--- src/rtl/pss_pkg.sv ---
// Package for the profiler state save and restore block
package pss_pkg;
    localparam int unsigned FEAT_BIT          = 62;
    localparam int unsigned REQ_HI_BIT        = 30;
    localparam logic [11:0] AREA_SIZE         = 12'h080;
    localparam logic [11:0] AREA_OFFSET       = 12'h340;
    localparam int unsigned NUM_EVENTS        = 6;
    localparam logic [31:0] EVT_SIZE          = 32'h0000_0020;
    localparam logic [31:0] RING_MIN          = 32'h0000_0200;
    localparam logic [31:0] CB_SIZE           = 32'h0000_0040;
    localparam logic [31:0] RST_RING_SIZE     = 32'h0000_0000;
    localparam logic [31:0] RST_HEAD          = 32'h0000_0000;
    localparam logic [63:0] RST_ADDR          = 64'h0;
    localparam logic [15:0] FLAG_RSVD_MASK    = 16'hff81;
    localparam int unsigned EVT_LO            = 1;
    localparam int unsigned CHK_STEPS         = 4;

    typedef enum logic [2:0] {
        PSS_IDLE  = 3'b000,
        PSS_CHECK = 3'b001,
        PSS_LOAD  = 3'b011,
        PSS_DONE  = 3'b010
    } pss_state_e;

    // Profiler save region image, as written by save and read by restore
    typedef struct packed {
        logic [63:0]                 cb_addr;
        logic [31:0]                 head_off;
        logic [15:0]                 flags;
        logic [63:0]                 ring_base;
        logic [31:0]                 filters;
        logic [31:0]                 ring_size;
        logic [63:0]                 pend_rec;
        logic [NUM_EVENTS-1:0][31:0] counters;
    } pss_image_s;

    // Segment context used by the store-type checks
    typedef struct packed {
        logic        mode64;
        logic [63:0] base;
        logic [31:0] limit;
        logic        read_only;
    } pss_seg_s;
endpackage : pss_pkg

--- src/rtl/pss_core.sv ---
// Profiler state save and restore engine
`timescale 1ns/1ps
// Function
// - Feature mask bit 62 gates profiler restore and availability; save does not check it.
// - Save region is 128 bytes at offset 832 of save area.
// - Reserved fields in the save region are zero.
// - Disabled profiler: save stores nothing, clears bitmap bit 62.
// - Enabled profiler: save copies raw state, sets bitmap bit 62.
// - Restore ignored when feature bit 62 and bitmap bit clear, or feature set and requested mask bit 62 clear.
// - Bitmap bit 62 clear: restore zeros address, disables, clears state.
// - Ring size below minimum disables profiler and ends restore.
// - Ring size rounded down to event record multiple.
// - Head offset past size minus record size becomes zero.
// - Head offset rounded down to event record multiple.
// - Saved flags enable configured events and load counters; others off.
// - Pending record with nonzero low byte loaded, written once privilege is 3.
// - Restore overwrites enabled state without saving it.
// - Restore raises no threshold interrupt; next store does.
// - Unrestored state fetch from control block requested as load completes.
// - Privilege 0 reloads addresses without validation.
// - Nonzero privilege checks first and last byte of block and ring.
// - Store check fails on read-only segment, or beyond limit when not in 64-bit mode.
// - Failed address check disables profiler, no fault.
// - Feature bit clear but bitmap bit set raises protection fault 0.
module pss_core (
    input  wire logic                       clock,
    input  wire logic                       rst_n,
    input  wire logic [63:0]                feature_enable_mask,
    input  wire logic [31:0]                requested_feature_hi,
    input  wire logic [1:0]                 privilege_level,
    input  wire pss_pkg::pss_seg_s          data_segment,
    input  wire logic [pss_pkg::NUM_EVENTS-1:0] profiler_config_evt,
    input  wire logic                       save_req,
    input  wire logic                       restore_req,
    input  wire logic                       saved_bitmap_bit,
    input  wire pss_pkg::pss_image_s        restore_image,
    input  wire logic                       record_store,
    input  wire logic [pss_pkg::NUM_EVENTS-1:0] event_tick,
    output logic                            profiler_avail,
    output logic                            save_done,
    output logic                            save_bitmap_bit,
    output pss_pkg::pss_image_s             save_image,
    output logic [11:0]                     area_offset,
    output logic [11:0]                     area_size,
    output logic                            restore_done,
    output logic                            gp_fault,
    output logic                            profiler_enabled,
    output pss_pkg::pss_image_s             live_state,
    output logic [pss_pkg::NUM_EVENTS-1:0]  event_enabled,
    output logic                            pending_valid,
    output logic                            pending_write,
    output logic                            threshold_arm,
    output logic                            cb_fetch_req
);
    import pss_pkg::*;

    typedef struct packed {
        pss_state_e            state;
        pss_image_s            img;
        pss_image_s            live;
        logic [NUM_EVENTS-1:0] evt_en;
        logic                  en;
        logic                  pend;
        logic                  pend_wr;
        logic                  cb_fetch;
        logic                  thr_arm;
        logic                  sv_done;
        logic                  sv_bit;
        pss_image_s            sv_img;
        logic                  rs_done;
        logic                  gp;
        logic                  avail;
        logic [1:0]            chk_step;
    } pss_core_s;

    pss_core_s   st_ff;
    pss_core_s   nxt_st;
    logic        feat;
    logic        chk_start;
    logic [63:0] chk_addr;
    logic [31:0] chk_size;
    logic        chk_ok;
    logic [31:0] rsz;
    logic [31:0] hoff;

    assign feat = feature_enable_mask[FEAT_BIT];

    pss_seg_check u_chk (
        .clock (clock),
        .rst_n (rst_n),
        .start (chk_start),
        .seg   (data_segment),
        .addr  (chk_addr),
        .size  (chk_size),
        .ok_ff (chk_ok)
    );

    always_comb begin
        chk_start = 1'b0;
        chk_addr  = st_ff.img.cb_addr;
        chk_size  = CB_SIZE;
        if (st_ff.state == PSS_CHECK && !st_ff.chk_step[0]) begin
            chk_start = 1'b1;
            if (st_ff.chk_step[1]) begin
                chk_addr = st_ff.img.ring_base;
                chk_size = st_ff.img.ring_size;
            end
        end
    end

    always_comb begin
        nxt_st         = st_ff;
        nxt_st.sv_done = 1'b0;
        nxt_st.rs_done = 1'b0;
        nxt_st.gp      = 1'b0;
        nxt_st.pend_wr = 1'b0;
        nxt_st.cb_fetch = 1'b0;
        nxt_st.avail   = feat;
        rsz  = st_ff.img.ring_size & ~(EVT_SIZE - 32'h1);
        hoff = st_ff.img.head_off;
        if (hoff > rsz - EVT_SIZE) begin
            hoff = RST_HEAD;
        end
        hoff = hoff & ~(EVT_SIZE - 32'h1);
        if (st_ff.state == PSS_IDLE && st_ff.en) begin
            for (int i = 0; i < NUM_EVENTS; i++) begin
                if (st_ff.evt_en[i] && event_tick[i]) begin
                    nxt_st.live.counters[i] =
                        st_ff.live.counters[i] - 32'h1;
                end
            end
            if (st_ff.pend && privilege_level == 2'b11) begin
                nxt_st.pend    = 1'b0;
                nxt_st.pend_wr = 1'b1;
            end
            if (record_store) begin
                nxt_st.thr_arm = 1'b1;
            end
        end
        case (st_ff.state)
            PSS_IDLE: begin
                if (save_req) begin
                    nxt_st.sv_done = 1'b1;
                    if (st_ff.live.cb_addr == RST_ADDR) begin
                        nxt_st.sv_bit = 1'b0;
                        nxt_st.sv_img = '0;
                    end else begin
                        nxt_st.sv_bit = 1'b1;
                        nxt_st.sv_img = st_ff.live;
                        nxt_st.sv_img.flags = {8'h0,
                            1'b0, st_ff.evt_en, 1'b0};
                    end
                end else if (restore_req) begin
                    if (!feat && saved_bitmap_bit) begin
                        nxt_st.gp      = 1'b1;
                        nxt_st.rs_done = 1'b1;
                    end else if (!feat ||
                                 !requested_feature_hi[REQ_HI_BIT]) begin
                        nxt_st.rs_done = 1'b1;
                    end else if (!saved_bitmap_bit) begin
                        nxt_st.live    = '0;
                        nxt_st.evt_en  = '0;
                        nxt_st.en      = 1'b0;
                        nxt_st.pend    = 1'b0;
                        nxt_st.rs_done = 1'b1;
                    end else begin
                        nxt_st.img      = restore_image;
                        nxt_st.en       = 1'b0;
                        nxt_st.evt_en   = '0;
                        nxt_st.chk_step = 2'b00;
                        nxt_st.state    = PSS_CHECK;
                    end
                end
            end
            PSS_CHECK: begin
                if (st_ff.img.ring_size < RING_MIN) begin
                    nxt_st.live    = '0;
                    nxt_st.pend    = 1'b0;
                    nxt_st.state   = PSS_DONE;
                end else if (privilege_level == 2'b00) begin
                    nxt_st.state   = PSS_LOAD;
                end else if (st_ff.chk_step[0] && !chk_ok) begin
                    nxt_st.live    = '0;
                    nxt_st.pend    = 1'b0;
                    nxt_st.state   = PSS_DONE;
                end else if (st_ff.chk_step == 2'b11) begin
                    nxt_st.state   = PSS_LOAD;
                end else begin
                    nxt_st.chk_step = st_ff.chk_step + 2'b01;
                end
            end
            PSS_LOAD: begin
                nxt_st.live           = st_ff.img;
                nxt_st.live.ring_size = rsz;
                nxt_st.live.head_off  = hoff;
                nxt_st.live.filters   = 32'h0;
                nxt_st.thr_arm        = 1'b0;
                for (int i = 0; i < NUM_EVENTS; i++) begin
                    if (!(st_ff.img.flags[i+EVT_LO] &&
                          profiler_config_evt[i])) begin
                        nxt_st.live.counters[i] = 32'h0;
                    end
                end
                nxt_st.evt_en = st_ff.img.flags[EVT_LO +: NUM_EVENTS]
                              & profiler_config_evt;
                nxt_st.pend   = st_ff.img.pend_rec[7:0] != 8'h0;
                nxt_st.en     = 1'b1;
                nxt_st.cb_fetch = 1'b1;
                nxt_st.state  = PSS_DONE;
            end
            PSS_DONE: begin
                nxt_st.rs_done = 1'b1;
                nxt_st.state   = PSS_IDLE;
            end
            default: begin
                nxt_st.state = PSS_IDLE;
            end
        endcase
    end

    always_ff @(posedge clock) begin
        if (!rst_n) begin
            st_ff       <= '0;
            st_ff.state <= PSS_IDLE;
        end else begin
            st_ff <= nxt_st;
        end
    end

    assign profiler_avail   = st_ff.avail;
    assign save_done        = st_ff.sv_done;
    assign save_bitmap_bit  = st_ff.sv_bit;
    assign save_image       = st_ff.sv_img;
    assign area_offset      = AREA_OFFSET;
    assign area_size        = AREA_SIZE;
    assign restore_done     = st_ff.rs_done;
    assign gp_fault         = st_ff.gp;
    assign profiler_enabled = st_ff.en;
    assign live_state       = st_ff.live;
    assign event_enabled    = st_ff.evt_en;
    assign pending_valid    = st_ff.pend;
    assign pending_write    = st_ff.pend_wr;
    assign threshold_arm    = st_ff.thr_arm;
    assign cb_fetch_req     = st_ff.cb_fetch;

    save_off_bit_a: assert property (@(posedge clock) disable iff (!rst_n)
        st_ff.state == PSS_IDLE && save_req && live_state.cb_addr == 64'h0
        |=> save_done && !save_bitmap_bit) else $error("save bit set");
    save_on_bit_a: assert property (@(posedge clock) disable iff (!rst_n)
        st_ff.state == PSS_IDLE && save_req && live_state.cb_addr != 64'h0
        |=> save_done && save_bitmap_bit) else $error("save bit clear");
    gp_raise_a: assert property (@(posedge clock) disable iff (!rst_n)
        st_ff.state == PSS_IDLE && !save_req && restore_req && !feat
        && saved_bitmap_bit |=> gp_fault) else $error("no fault");
    skip_keep_a: assert property (@(posedge clock) disable iff (!rst_n)
        st_ff.state == PSS_IDLE && !save_req && restore_req && feat
        && !requested_feature_hi[30] |=> $stable(live_state.cb_addr))
        else $error("state changed");
    nobit_clear_a: assert property (@(posedge clock) disable iff (!rst_n)
        st_ff.state == PSS_IDLE && !save_req && restore_req && feat
        && requested_feature_hi[30] && !saved_bitmap_bit
        |=> live_state.cb_addr == 64'h0 && !profiler_enabled)
        else $error("not cleared");
    ring_align_a: assert property (@(posedge clock) disable iff (!rst_n)
        $rose(cb_fetch_req) |-> live_state.ring_size[4:0] == 5'h0
        && live_state.head_off[4:0] == 5'h0) else $error("misaligned");
    head_bound_a: assert property (@(posedge clock) disable iff (!rst_n)
        $rose(cb_fetch_req) |-> live_state.head_off
        <= live_state.ring_size - 32'h20) else $error("head past");
    small_ring_a: assert property (@(posedge clock) disable iff (!rst_n)
        st_ff.state == PSS_CHECK && st_ff.img.ring_size < 32'h200
        |=> !profiler_enabled ##1 restore_done) else $error("ring");
    evt_cfg_a: assert property (@(posedge clock) disable iff (!rst_n)
        st_ff.state == PSS_CHECK ##1 st_ff.state == PSS_LOAD
        |=> (event_enabled & ~profiler_config_evt) == '0)
        else $error("evt on");
    busy_count_a: assert property (@(posedge clock) disable iff (!rst_n)
        st_ff.state == PSS_CHECK |-> !profiler_enabled)
        else $error("counting");
    avail_track_a: assert property (@(posedge clock) disable iff (!rst_n)
        1'b1 |=> profiler_avail == $past(feat))
        else $error("avail lag");
    save_copy_a: assert property (@(posedge clock) disable iff (!rst_n)
        st_ff.state == PSS_IDLE && save_req && live_state.cb_addr != 64'h0
        |=> save_image.cb_addr == $past(live_state.cb_addr))
        else $error("save copy");
    cpl0_load_a: assert property (@(posedge clock) disable iff (!rst_n)
        st_ff.state == PSS_CHECK && st_ff.img.ring_size >= 32'h200
        && privilege_level == 2'b00 |=> st_ff.state == PSS_LOAD)
        else $error("cpl0 check");
    chk_fail_off_a: assert property (@(posedge clock) disable iff (!rst_n)
        st_ff.state == PSS_CHECK && st_ff.img.ring_size >= 32'h200
        && privilege_level != 2'b00 && st_ff.chk_step[0] && !chk_ok
        |=> !profiler_enabled && st_ff.state == PSS_DONE ##1 restore_done)
        else $error("bad addr kept");
    pend_write_a: assert property (@(posedge clock) disable iff (!rst_n)
        st_ff.state == PSS_IDLE && st_ff.en && pending_valid
        && privilege_level == 2'b11 |=> pending_write && !pending_valid)
        else $error("pend stuck");
    load_thr_a: assert property (@(posedge clock) disable iff (!rst_n)
        st_ff.state == PSS_LOAD |=> !threshold_arm && cb_fetch_req)
        else $error("thr on load");
endmodule : pss_core

--- src/rtl/pss_seg_check.sv ---
// Store-type segment check of first and last byte of a region
`timescale 1ns/1ps
module pss_seg_check (
    input  wire logic             clock,
    input  wire logic             rst_n,
    input  wire logic             start,
    input  wire pss_pkg::pss_seg_s seg,
    input  wire logic [63:0]      addr,
    input  wire logic [31:0]      size,
    output logic                  ok_ff
);
    import pss_pkg::*;

    typedef struct packed {
        logic ok;
    } pss_chk_s;

    pss_chk_s    st_ff;
    pss_chk_s    nxt_st;
    logic [63:0] lin;
    logic [63:0] top;
    logic        lo_ok;
    logic        hi_ok;

    always_comb begin
        lin = addr;
        if (!seg.mode64) begin
            lin = {32'h0, 32'(addr - seg.base)};
        end
        top   = lin + {32'h0, size} - 64'h1;
        lo_ok = seg.mode64 || (lin <= {32'h0, seg.limit});
        hi_ok = seg.mode64 || (top <= {32'h0, seg.limit});
        nxt_st = st_ff;
        if (start) begin
            nxt_st.ok = lo_ok && hi_ok && !seg.read_only;
        end
    end

    always_ff @(posedge clock) begin
        if (!rst_n) begin
            st_ff <= '0;
        end else begin
            st_ff <= nxt_st;
        end
    end

    assign ok_ff = st_ff.ok;

    ro_fails_a: assert property (@(posedge clock) disable iff (!rst_n)
        start && seg.read_only |=> !ok_ff) else $error("ro seg passed");
endmodule : pss_seg_check

--- config.mk ---
export PLATFORM = sky130hd
export DESIGN_NAME = pss_core
export DESIGN_NICKNAME = d
export VERILOG_FILES = /design/src/rtl/pss_pkg.sv /design/src/rtl/pss_core.sv /design/src/rtl/pss_seg_check.sv
export SDC_FILE = /design/constraint.sdc
export NUM_CORES = 2
export LEC_CHECK = 0
export BUFFER_PORTS_ARGS = -buffer_cell sky130_fd_sc_hd__buf_2
export CAP_MARGIN = 20
export CELL_PAD_IN_SITES_DETAIL_PLACEMENT = 0
export CELL_PAD_IN_SITES_GLOBAL_PLACEMENT = 2
export CORE_AREA = 2 2 669 671
export CTS_BUF_LIST = sky130_fd_sc_hd__clkbuf_4
export DETAILED_ROUTE_END_ITERATION = 7
export DIE_AREA = 0 0 671 673
export GPL_TIMING_DRIVEN = 0
export MAX_ROUTING_LAYER = met4
export PLACE_DENSITY = 0.49
export SLEW_MARGIN = 20
export SYNTH_ARGS = -nofsm -noshare
export SYNTH_HDL_FRONTEND = slang
export SYNTH_SLANG_ARGS = --single-unit
--- constraint.sdc ---
create_clock -name clock -period 20.6 [get_ports clock]
set_clock_uncertainty 0.1 [all_clocks]
set_input_delay 2.06 -clock clock [delete_from_list [all_inputs] [get_ports clock]]
set_output_delay 2.06 -clock clock [all_outputs]
set_load 0.01 [all_outputs]
==> After elaboration in Yosys (flattened, before gate mapping) <==
Index checks and enable logic that the tools add are counted.
{ "word_totals": {"inputBits": 710, "reg_bits": 1510, "out_inout_bits": 1032, "elab_cells": 203} }
{ "classes": {"n_addsub": 11, "eq_ne": 18, "reduce_logical": 45, "bitwise_logic": 7, "n_lt_le_gt_ge": 4, "n_mux": 65} }
{ "op_table": {"columns": ["operator", "count"], "rows": [
  ["2-to-1 mux 1003 bit", 4],
  ["2-to-1 mux 496 bit", 4],
  ["one-hot mux 496 bit (3 select lines)", 1],
  ["2-to-1 mux 499 bit", 1],
  ["2-to-1 mux 498 bit", 1],
  ["2-to-1 mux 497 bit", 1],
  ["2-to-1 mux 32 bit", 15],
  ["2-to-1 mux 192 bit", 1],
  ["2-to-1 mux 64 bit", 3],
  ["subtractor 32 x 1 -> 32 bit, second input constant", 6],
  ["less-or-equal comparator 64 x 32 -> 1 bit", 2],
  ["adder 64 x 32 -> 64 bit", 1],
  ["zero test 64 bit", 1],
  ["subtractor 64 x 1 -> 64 bit, second input constant", 1],
  ["> comparator 32 bit", 1],
  ["< comparator 32 x 10 -> 1 bit, second input constant", 1],
  ["subtractor 32 bit", 1],
  ["subtractor 32 x 6 -> 32 bit, second input constant", 1],
  ["2-to-1 mux 2 bit", 14],
  ["inequality test 2 bit, second input constant", 10],
  ["logical AND 1 bit", 19],
  ["one-hot mux 7 bit (2 select lines)", 1],
  ["2-to-1 mux 3 bit", 4],
  ["AND reduction 6 bit", 2],
  ["other kinds (27)", 54]
]} }

==> Longest topological paths before layout <==
{ "depth": {"word_depth": 11, "ltp_mapped": 43, "ltp_nobuf": 41} }

==> Hierarchy <==
From an unflattened synthesis, not the netlist that was laid out.
{ "unflattened": {"hier_cells": 8558, "hier_area_um2": 68748.4} }
{ "by_module_without_submodules": {"columns": ["module", "cells_per_inst", "seq_area_each_um2", "area_each_um2", "n_inst"], "rows": [
  ["pss_core", 7153, 27686.6, 59246.8, 1],
  ["pss_seg_check", 1405, 20.0, 9501.6, 1]
]} }

==> Least setup slack after synthesis <==
No wires, ideal clock.
{ "synth_path": {"path_type": "in2reg", "startpoint": "input port data_segment[33] in the netlist's numbering", "endpoint": "register u_chk.st_ff, in the netlist u_chk.ok_ff", "setup_slack_ps": 12067, "t_arrival_ps": 8374, "path_stages": 37, "required_ps": 20441, "path_cell_list": "ha_1 -> inv_1 -> fa_1 -> a21oi_1 -> o2bb2ai_1 -> o21ai_0 -> and2_1 -> o31a_1 -> o21bai_1 -> a21oi_1 -> o21bai_1 -> a211oi_1 -> o31ai_1 -> inv_1 -> ha_1 -> inv_1 -> ha_1 -> clkbuf_1 -> nand4_1 -> or2_2 -> o31ai_1 -> a31oi_1 -> o21ai_0 -> a21o_1 -> a21oi_1 -> xnor2_1 -> ha_1 -> nand4_1 -> nor4_1 -> a21oi_1 -> a21oi_1 -> nand4_1 -> nor4_1 -> nand4_1 -> nor4_1 -> nand4_1 -> nand2_1"} }
{ "synth_between": {"elab_chain_cells": 8, "word_cells_on_any_way": 10, "cone_classes": "add/sub: 3; order compare: 2; mux: 1; reduce/logical: 4"} }
{ "synth_lines": {"columns": ["element", "line", "text"], "rows": [
  ["start: declaration", "pss_core.sv:31", "input wire pss_pkg::pss_seg_s data_segment,"],
  ["subtractor 32 bit (*)", "pss_seg_check.sv:28", "lin = {32'h0, 32'(addr - seg.base)};"],
  ["2-to-1 mux 64 bit (*)", "pss_seg_check.sv:27", "if (!seg.mode64) begin"],
  ["adder 64 x 32 -> 64 bit", "pss_seg_check.sv:30", "top = lin + {32'h0, size} - 64'h1;"],
  ["subtractor 64 x 1 -> 64 bit", "pss_seg_check.sv:30", null],
  ["less-or-equal comparator 64 x 32 -> 1 bit", "pss_seg_check.sv:32", "hi_ok = seg.mode64 || (top <= {32'h0, seg.limit});"],
  ["logical OR 1 bit", "pss_seg_check.sv:32", null],
  ["logical AND 1 bit (*) (2 in a row)", "pss_seg_check.sv:35", "nxt_st.ok = lo_ok && hi_ok && !seg.read_only;"],
  ["end signal: assignment", "pss_seg_check.sv:43", "st_ff <= nxt_st;"],
  ["end: declaration", "pss_seg_check.sv:18", "pss_chk_s st_ff;"]
]} }
Every way passes the cells marked *; elsewhere a longest branch is shown, timed or not.
A chain may end at the register's enable or synchronous reset.

==> Worst setup path after layout <==
{ "layout_path": {"startpoint": "register st_ff[1506] in the netlist's numbering", "endpoint": "register u_chk.st_ff, in the netlist u_chk.ok_ff"} }
{ "layout_between": {"elab_chain_cells": 11, "word_cells_on_any_way": 15, "cone_classes": "add/sub: 3; order compare: 2; eq/ne: 1; mux: 4; reduce/logical: 5"} }
{ "layout_lines": {"columns": ["element", "line", "text"], "rows": [
  ["start: declaration", "pss_core.sv:76", "pss_core_s st_ff;"],
  ["start signal: assignment", "pss_core.sv:226", "st_ff <= nxt_st;"],
  ["equality test 3 x 1 -> 1 bit (*)", "pss_core.sv:102", "if (st_ff.state == PSS_CHECK && !st_ff.chk_step[0]) begin"],
  ["logical AND 1 bit (*)", "pss_core.sv:102", null],
  ["2-to-1 mux 64 bit", "pss_core.sv:102", null],
  ["subtractor 32 bit", "pss_seg_check.sv:28", null],
  ["2-to-1 mux 64 bit", "pss_seg_check.sv:27", null],
  ["adder 64 x 32 -> 64 bit", "pss_seg_check.sv:30", null],
  ["subtractor 64 x 1 -> 64 bit", "pss_seg_check.sv:30", null],
  ["less-or-equal comparator 64 x 32 -> 1 bit", "pss_seg_check.sv:32", null],
  ["logical OR 1 bit", "pss_seg_check.sv:32", null],
  ["logical AND 1 bit (2 in a row)", "pss_seg_check.sv:35", null]
]} }
Marked as above.

==> flow_metrics.py <==
metrics = {
    "clock_network": {
        "worstSkewPairLatency_ns": 1.55,
        "clock_tree.root_cell": "clkbuf_4",
        "cts.path.max_buffers": 4,
        "cts_buffers": 434,
        "clk_pin_slew_ns": 0.07,
        "cts_sinks": 1384,
        "cts_resized": 0,
        "cts_tree": "built",
        "cts-htree-levels": 5,
        "post_cts_buffers": 0,
        "postCtsHoldBufs": 0,
    },
    "floorplan": {
        "fp.dieH_um": 673,
        "rows": 245,
        "dieArea_um2": 452000,
        "die_width_um": 671,
        "fp.coreArea_um2": 444000,
        "start_util": 0.162,
        "ioPinCount": 1742,
    },
    "routing": {
        "drtIter0Drc": 4026,
        "routed_via_density": 4.09,
        "vias": 68836,
        "drc_errors": 0,
        "wl_per_cell_um": 27.0,
        "ant_nets": 0,
        "drt_first_pass_iters": 7,
        "wl_um": 455000,
    },
    "global_route": {
        "grt_pass1_vias": 68971,
        "grt_usage": 0.199,
        "grt_start_max_net_pins": 40,
        "gr-total-overflow": 0,
        "grt_pass1_wl_um": 603000,
        "antenna_found_initial": 237,
    },
    "critical_path": {
        "startpoint_type": "flop",
        "crit_slowest_cell": "clkbuf_1",
        "crit_fanout": 10,
        "path_common_cell": "nand4_1",
        "timing.rr.start": "st_ff[1506]$_SDFFE_PN0P_",
        "cp.required_ns": 21.82,
        "worstRegToRegCells": 40,
        "r2r-end": "u_chk.ok_ff$_SDFFE_PN0N_",
        "endpoint_kind": "flop",
        "critPathArrivalTime_ns": 13.30,
        "reg2reg_slack_ns": 8.52,
        "critical_path_class": "flop to flop",
        "cp_slowest_stage_delay_ns": 0.78,
    },
    "yosys": {
        "synth_cell_types": 83,
        "synth_area_um2": 71800,
        "yosysWarnings": 0,
        "netlist_top_cells_area": "dfxtp_1 (39%), buf_4 (11%), a22oi_1 (9.4%)",
        "synth.most_common_cell": "dfxtp_1",
        "yosysTopAreaCell": "dfxtp_1",
        "syn_area_per_cell_um2": 8.48,
        "synth-edff-count": 0,
        "yosys.area.top_type_share": 0.386,
        "synth_cells": 8468,
        "synth_top_flop_cell": "dfxtp_1",
        "synthArstFlopShare": 0,
        "ys_seq_elements": 1384,
        "netlist_top_cells_count": "dfxtp_1 (1,384), nand2_1 (1,287), buf_4 (1,022)",
        "ys_seq_area_frac": 0.386,
    },
    "timing": {
        "rsz0062_at_grt": "no",
        "drv_slew": 0,
        "period_needed_ns": 12.08,
        "finalHoldViolCount": 0,
        "fin_crit_sh": 0.586,
        "slew_headroom": 0.145,
        "fin_tns_setup_ns": 0,
        "max_freq_mhz": 82.8,
        "tightest_slew_ns": 1.27,
        "finalSetupViolCount": 0,
    },
    "worst_hold_path": {
        "min_to": "live_state[214]$_SDFFE_PN0P_",
        "min_delay_path_depth": 2,
        "holdCritPathClass": "flop to flop",
        "hold_path_startpoint": "st_ff[1224]$_SDFFE_PN0P_",
    },
    "run_status": {
        "status": "complete, no violations",
    },
    "power": {
        "power_frac_comb": 0.100,
        "power.leakage_nw": 40.4,
        "p_seq_frac": 0.444,
        "switching_share": 0.297,
        "p_clk_frac": 0.456,
        "p_sw_mw": 1.80,
        "ir_drop_mv": 0.0387,
        "p_int_mw": 4.28,
        "finalPower_mw": 6.08,
        "cellPowerDensity_nw_per_um2": 65.1,
    },
    "placement": {
        "place_hpwl_um": 382000,
        "place.port_buffers": 1505,
        "gp_congestion": 0.884,
    },
    "finish": {
        "finalNetCount": 11471,
        "final_layout_size_suffix_gt1_frac": 0.307,
        "area_delta_synth_final_pct": 30.0,
        "fin_util": 0.210,
    },
    "run": {
        "drv_cap": 0,
    },
}
==> logic make-up (layout without fill, tap and decap cells) <==
logic type | after synthesis | in the layout | synth area share
other cells | 2 | 191 | 0.000105
mux | 19 | 19 | 0.00270
flops | 1384 | 1384 | 0.386
xor+xnor | 268 | 268 | 0.0327
compound gates | 1860 | 1860 | 0.187
fa+ha+maj | 246 | 246 | 0.0431
simple gates | 2883 | 2883 | 0.201
buf+inv | 1806 | 4063 | 0.148
==> metrics by stage <==
stage	hold slack [ns]	cells	worst slack [ns]	area, um2
after CTS	0.319	16726	8.43	93000
after floorplan	0.331	8542	12.07	72100
after detailed placement	0.350	16006	8.56	87900
final	0.340	16842	8.52	93400
after global placement	0.350	15975	7.35	87000
after global routing	0.374	16794	7.80	93200
==> per-layer routing <==
metal	track usage	wire length (um)
met1	0.234	194000
met2	0.345	227000
met3	0.0345	21200
met4	0.0583	13400
met5	-	0
==> critical path, delay by kind of cell, from the launching register on <==
family / cells / cell delay [ns]
adder cells (fa/ha/maj): 4 / 1.21
buffers and inverters: 6 / 1.80
XOR/XNOR: 2 / 0.26
AND/OR/NAND/NOR: 18 / 5.07
AO/OA/AOI/OAI: 10 / 3.07
flip-flops: 1 / 0.37
==> layout make-up <==
class	instances	area, um2
antenna	115	288
buffer	1560	9790
clock buffer	601	4510
clock inverter	119	656
fill	50129	351000
inverter	246	923
multi-input combinational	5352	33800
sequential	1384	27700
tap	5928	7420
timing repair buffer	1537	8220
==> flip-flops by register name, summed over array words and instances (netlist names) <==
signal,flops
cb_fetch_req,1
event_enabled,6
gp_fault,1
live_state,454
pending_valid,1
pending_write,1
profiler_avail,1
profiler_enabled,1
restore_done,1
rsz,27
save_bitmap_bit,1
save_done,1
save_image,445
st_ff,441
threshold_arm,1
u_chk.ok_ff,1
==> layout by cell type, fill, tap and decap left out, types with 52 or more instances in the layout <==
| master | instances |
|---|---|
| a21boi_0 | 468 |
| a21oi_1 | 153 |
| a22oi_1 | 898 |
| buf_2 | 1508 |
| buf_4 | 1025 |
| clkbuf_1 | 446 |
| clkbuf_2 | 52 |
| clkbuf_4 | 610 |
| clkinv_1 | 82 |
| conb_1 | 76 |
| dfxtp_1 | 1382 |
| diode_2 | 115 |
| ha_1 | 244 |
| inv_1 | 246 |
| nand2_1 | 1287 |
| nand3_1 | 63 |
| nand4_1 | 57 |
| nor2_1 | 168 |
| nor2b_1 | 933 |
| nor3_1 | 86 |
| nor4_1 | 69 |
| o21ai_0 | 87 |
| xnor2_1 | 119 |
| xor2_1 | 149 |
==> power by group through the flow <==
stage | Sequential, mW | Combinational, mW | Clock (mW)
final | 2.70 | 0.605 | 2.77
after global routing | 2.70 | 0.664 | 3.04
after CTS | 2.70 | 0.613 | 2.92
after detailed placement | 2.76 | 0.609 | 0
after global placement | 2.76 | 0.601 | 0
after floorplan | 2.75 | 0.337 | 0
==> worst max-delay path by stage <==
stage	from	to	slack [ns]	cells past startpoint
4_1_cts	st_ff[1506]$_SDFFE_PN0P_	u_chk.ok_ff$_SDFFE_PN0N_	8.43	40
6_report	st_ff[1506]$_SDFFE_PN0P_	u_chk.ok_ff$_SDFFE_PN0N_	8.52	40
3_3_place_gp	st_ff[1506]$_SDFFE_PN0P_	u_chk.ok_ff$_SDFFE_PN0N_	7.35	42
3_5_place_dp	st_ff[1506]$_SDFFE_PN0P_	u_chk.ok_ff$_SDFFE_PN0N_	8.56	40
5_1_grt	st_ff[1506]$_SDFFE_PN0P_	u_chk.ok_ff$_SDFFE_PN0N_	7.80	40
2_1_floorplan	data_segment[33]	u_chk.ok_ff$_SDFFE_PN0N_	12.07	37
(Power assumes the default switching activity.)
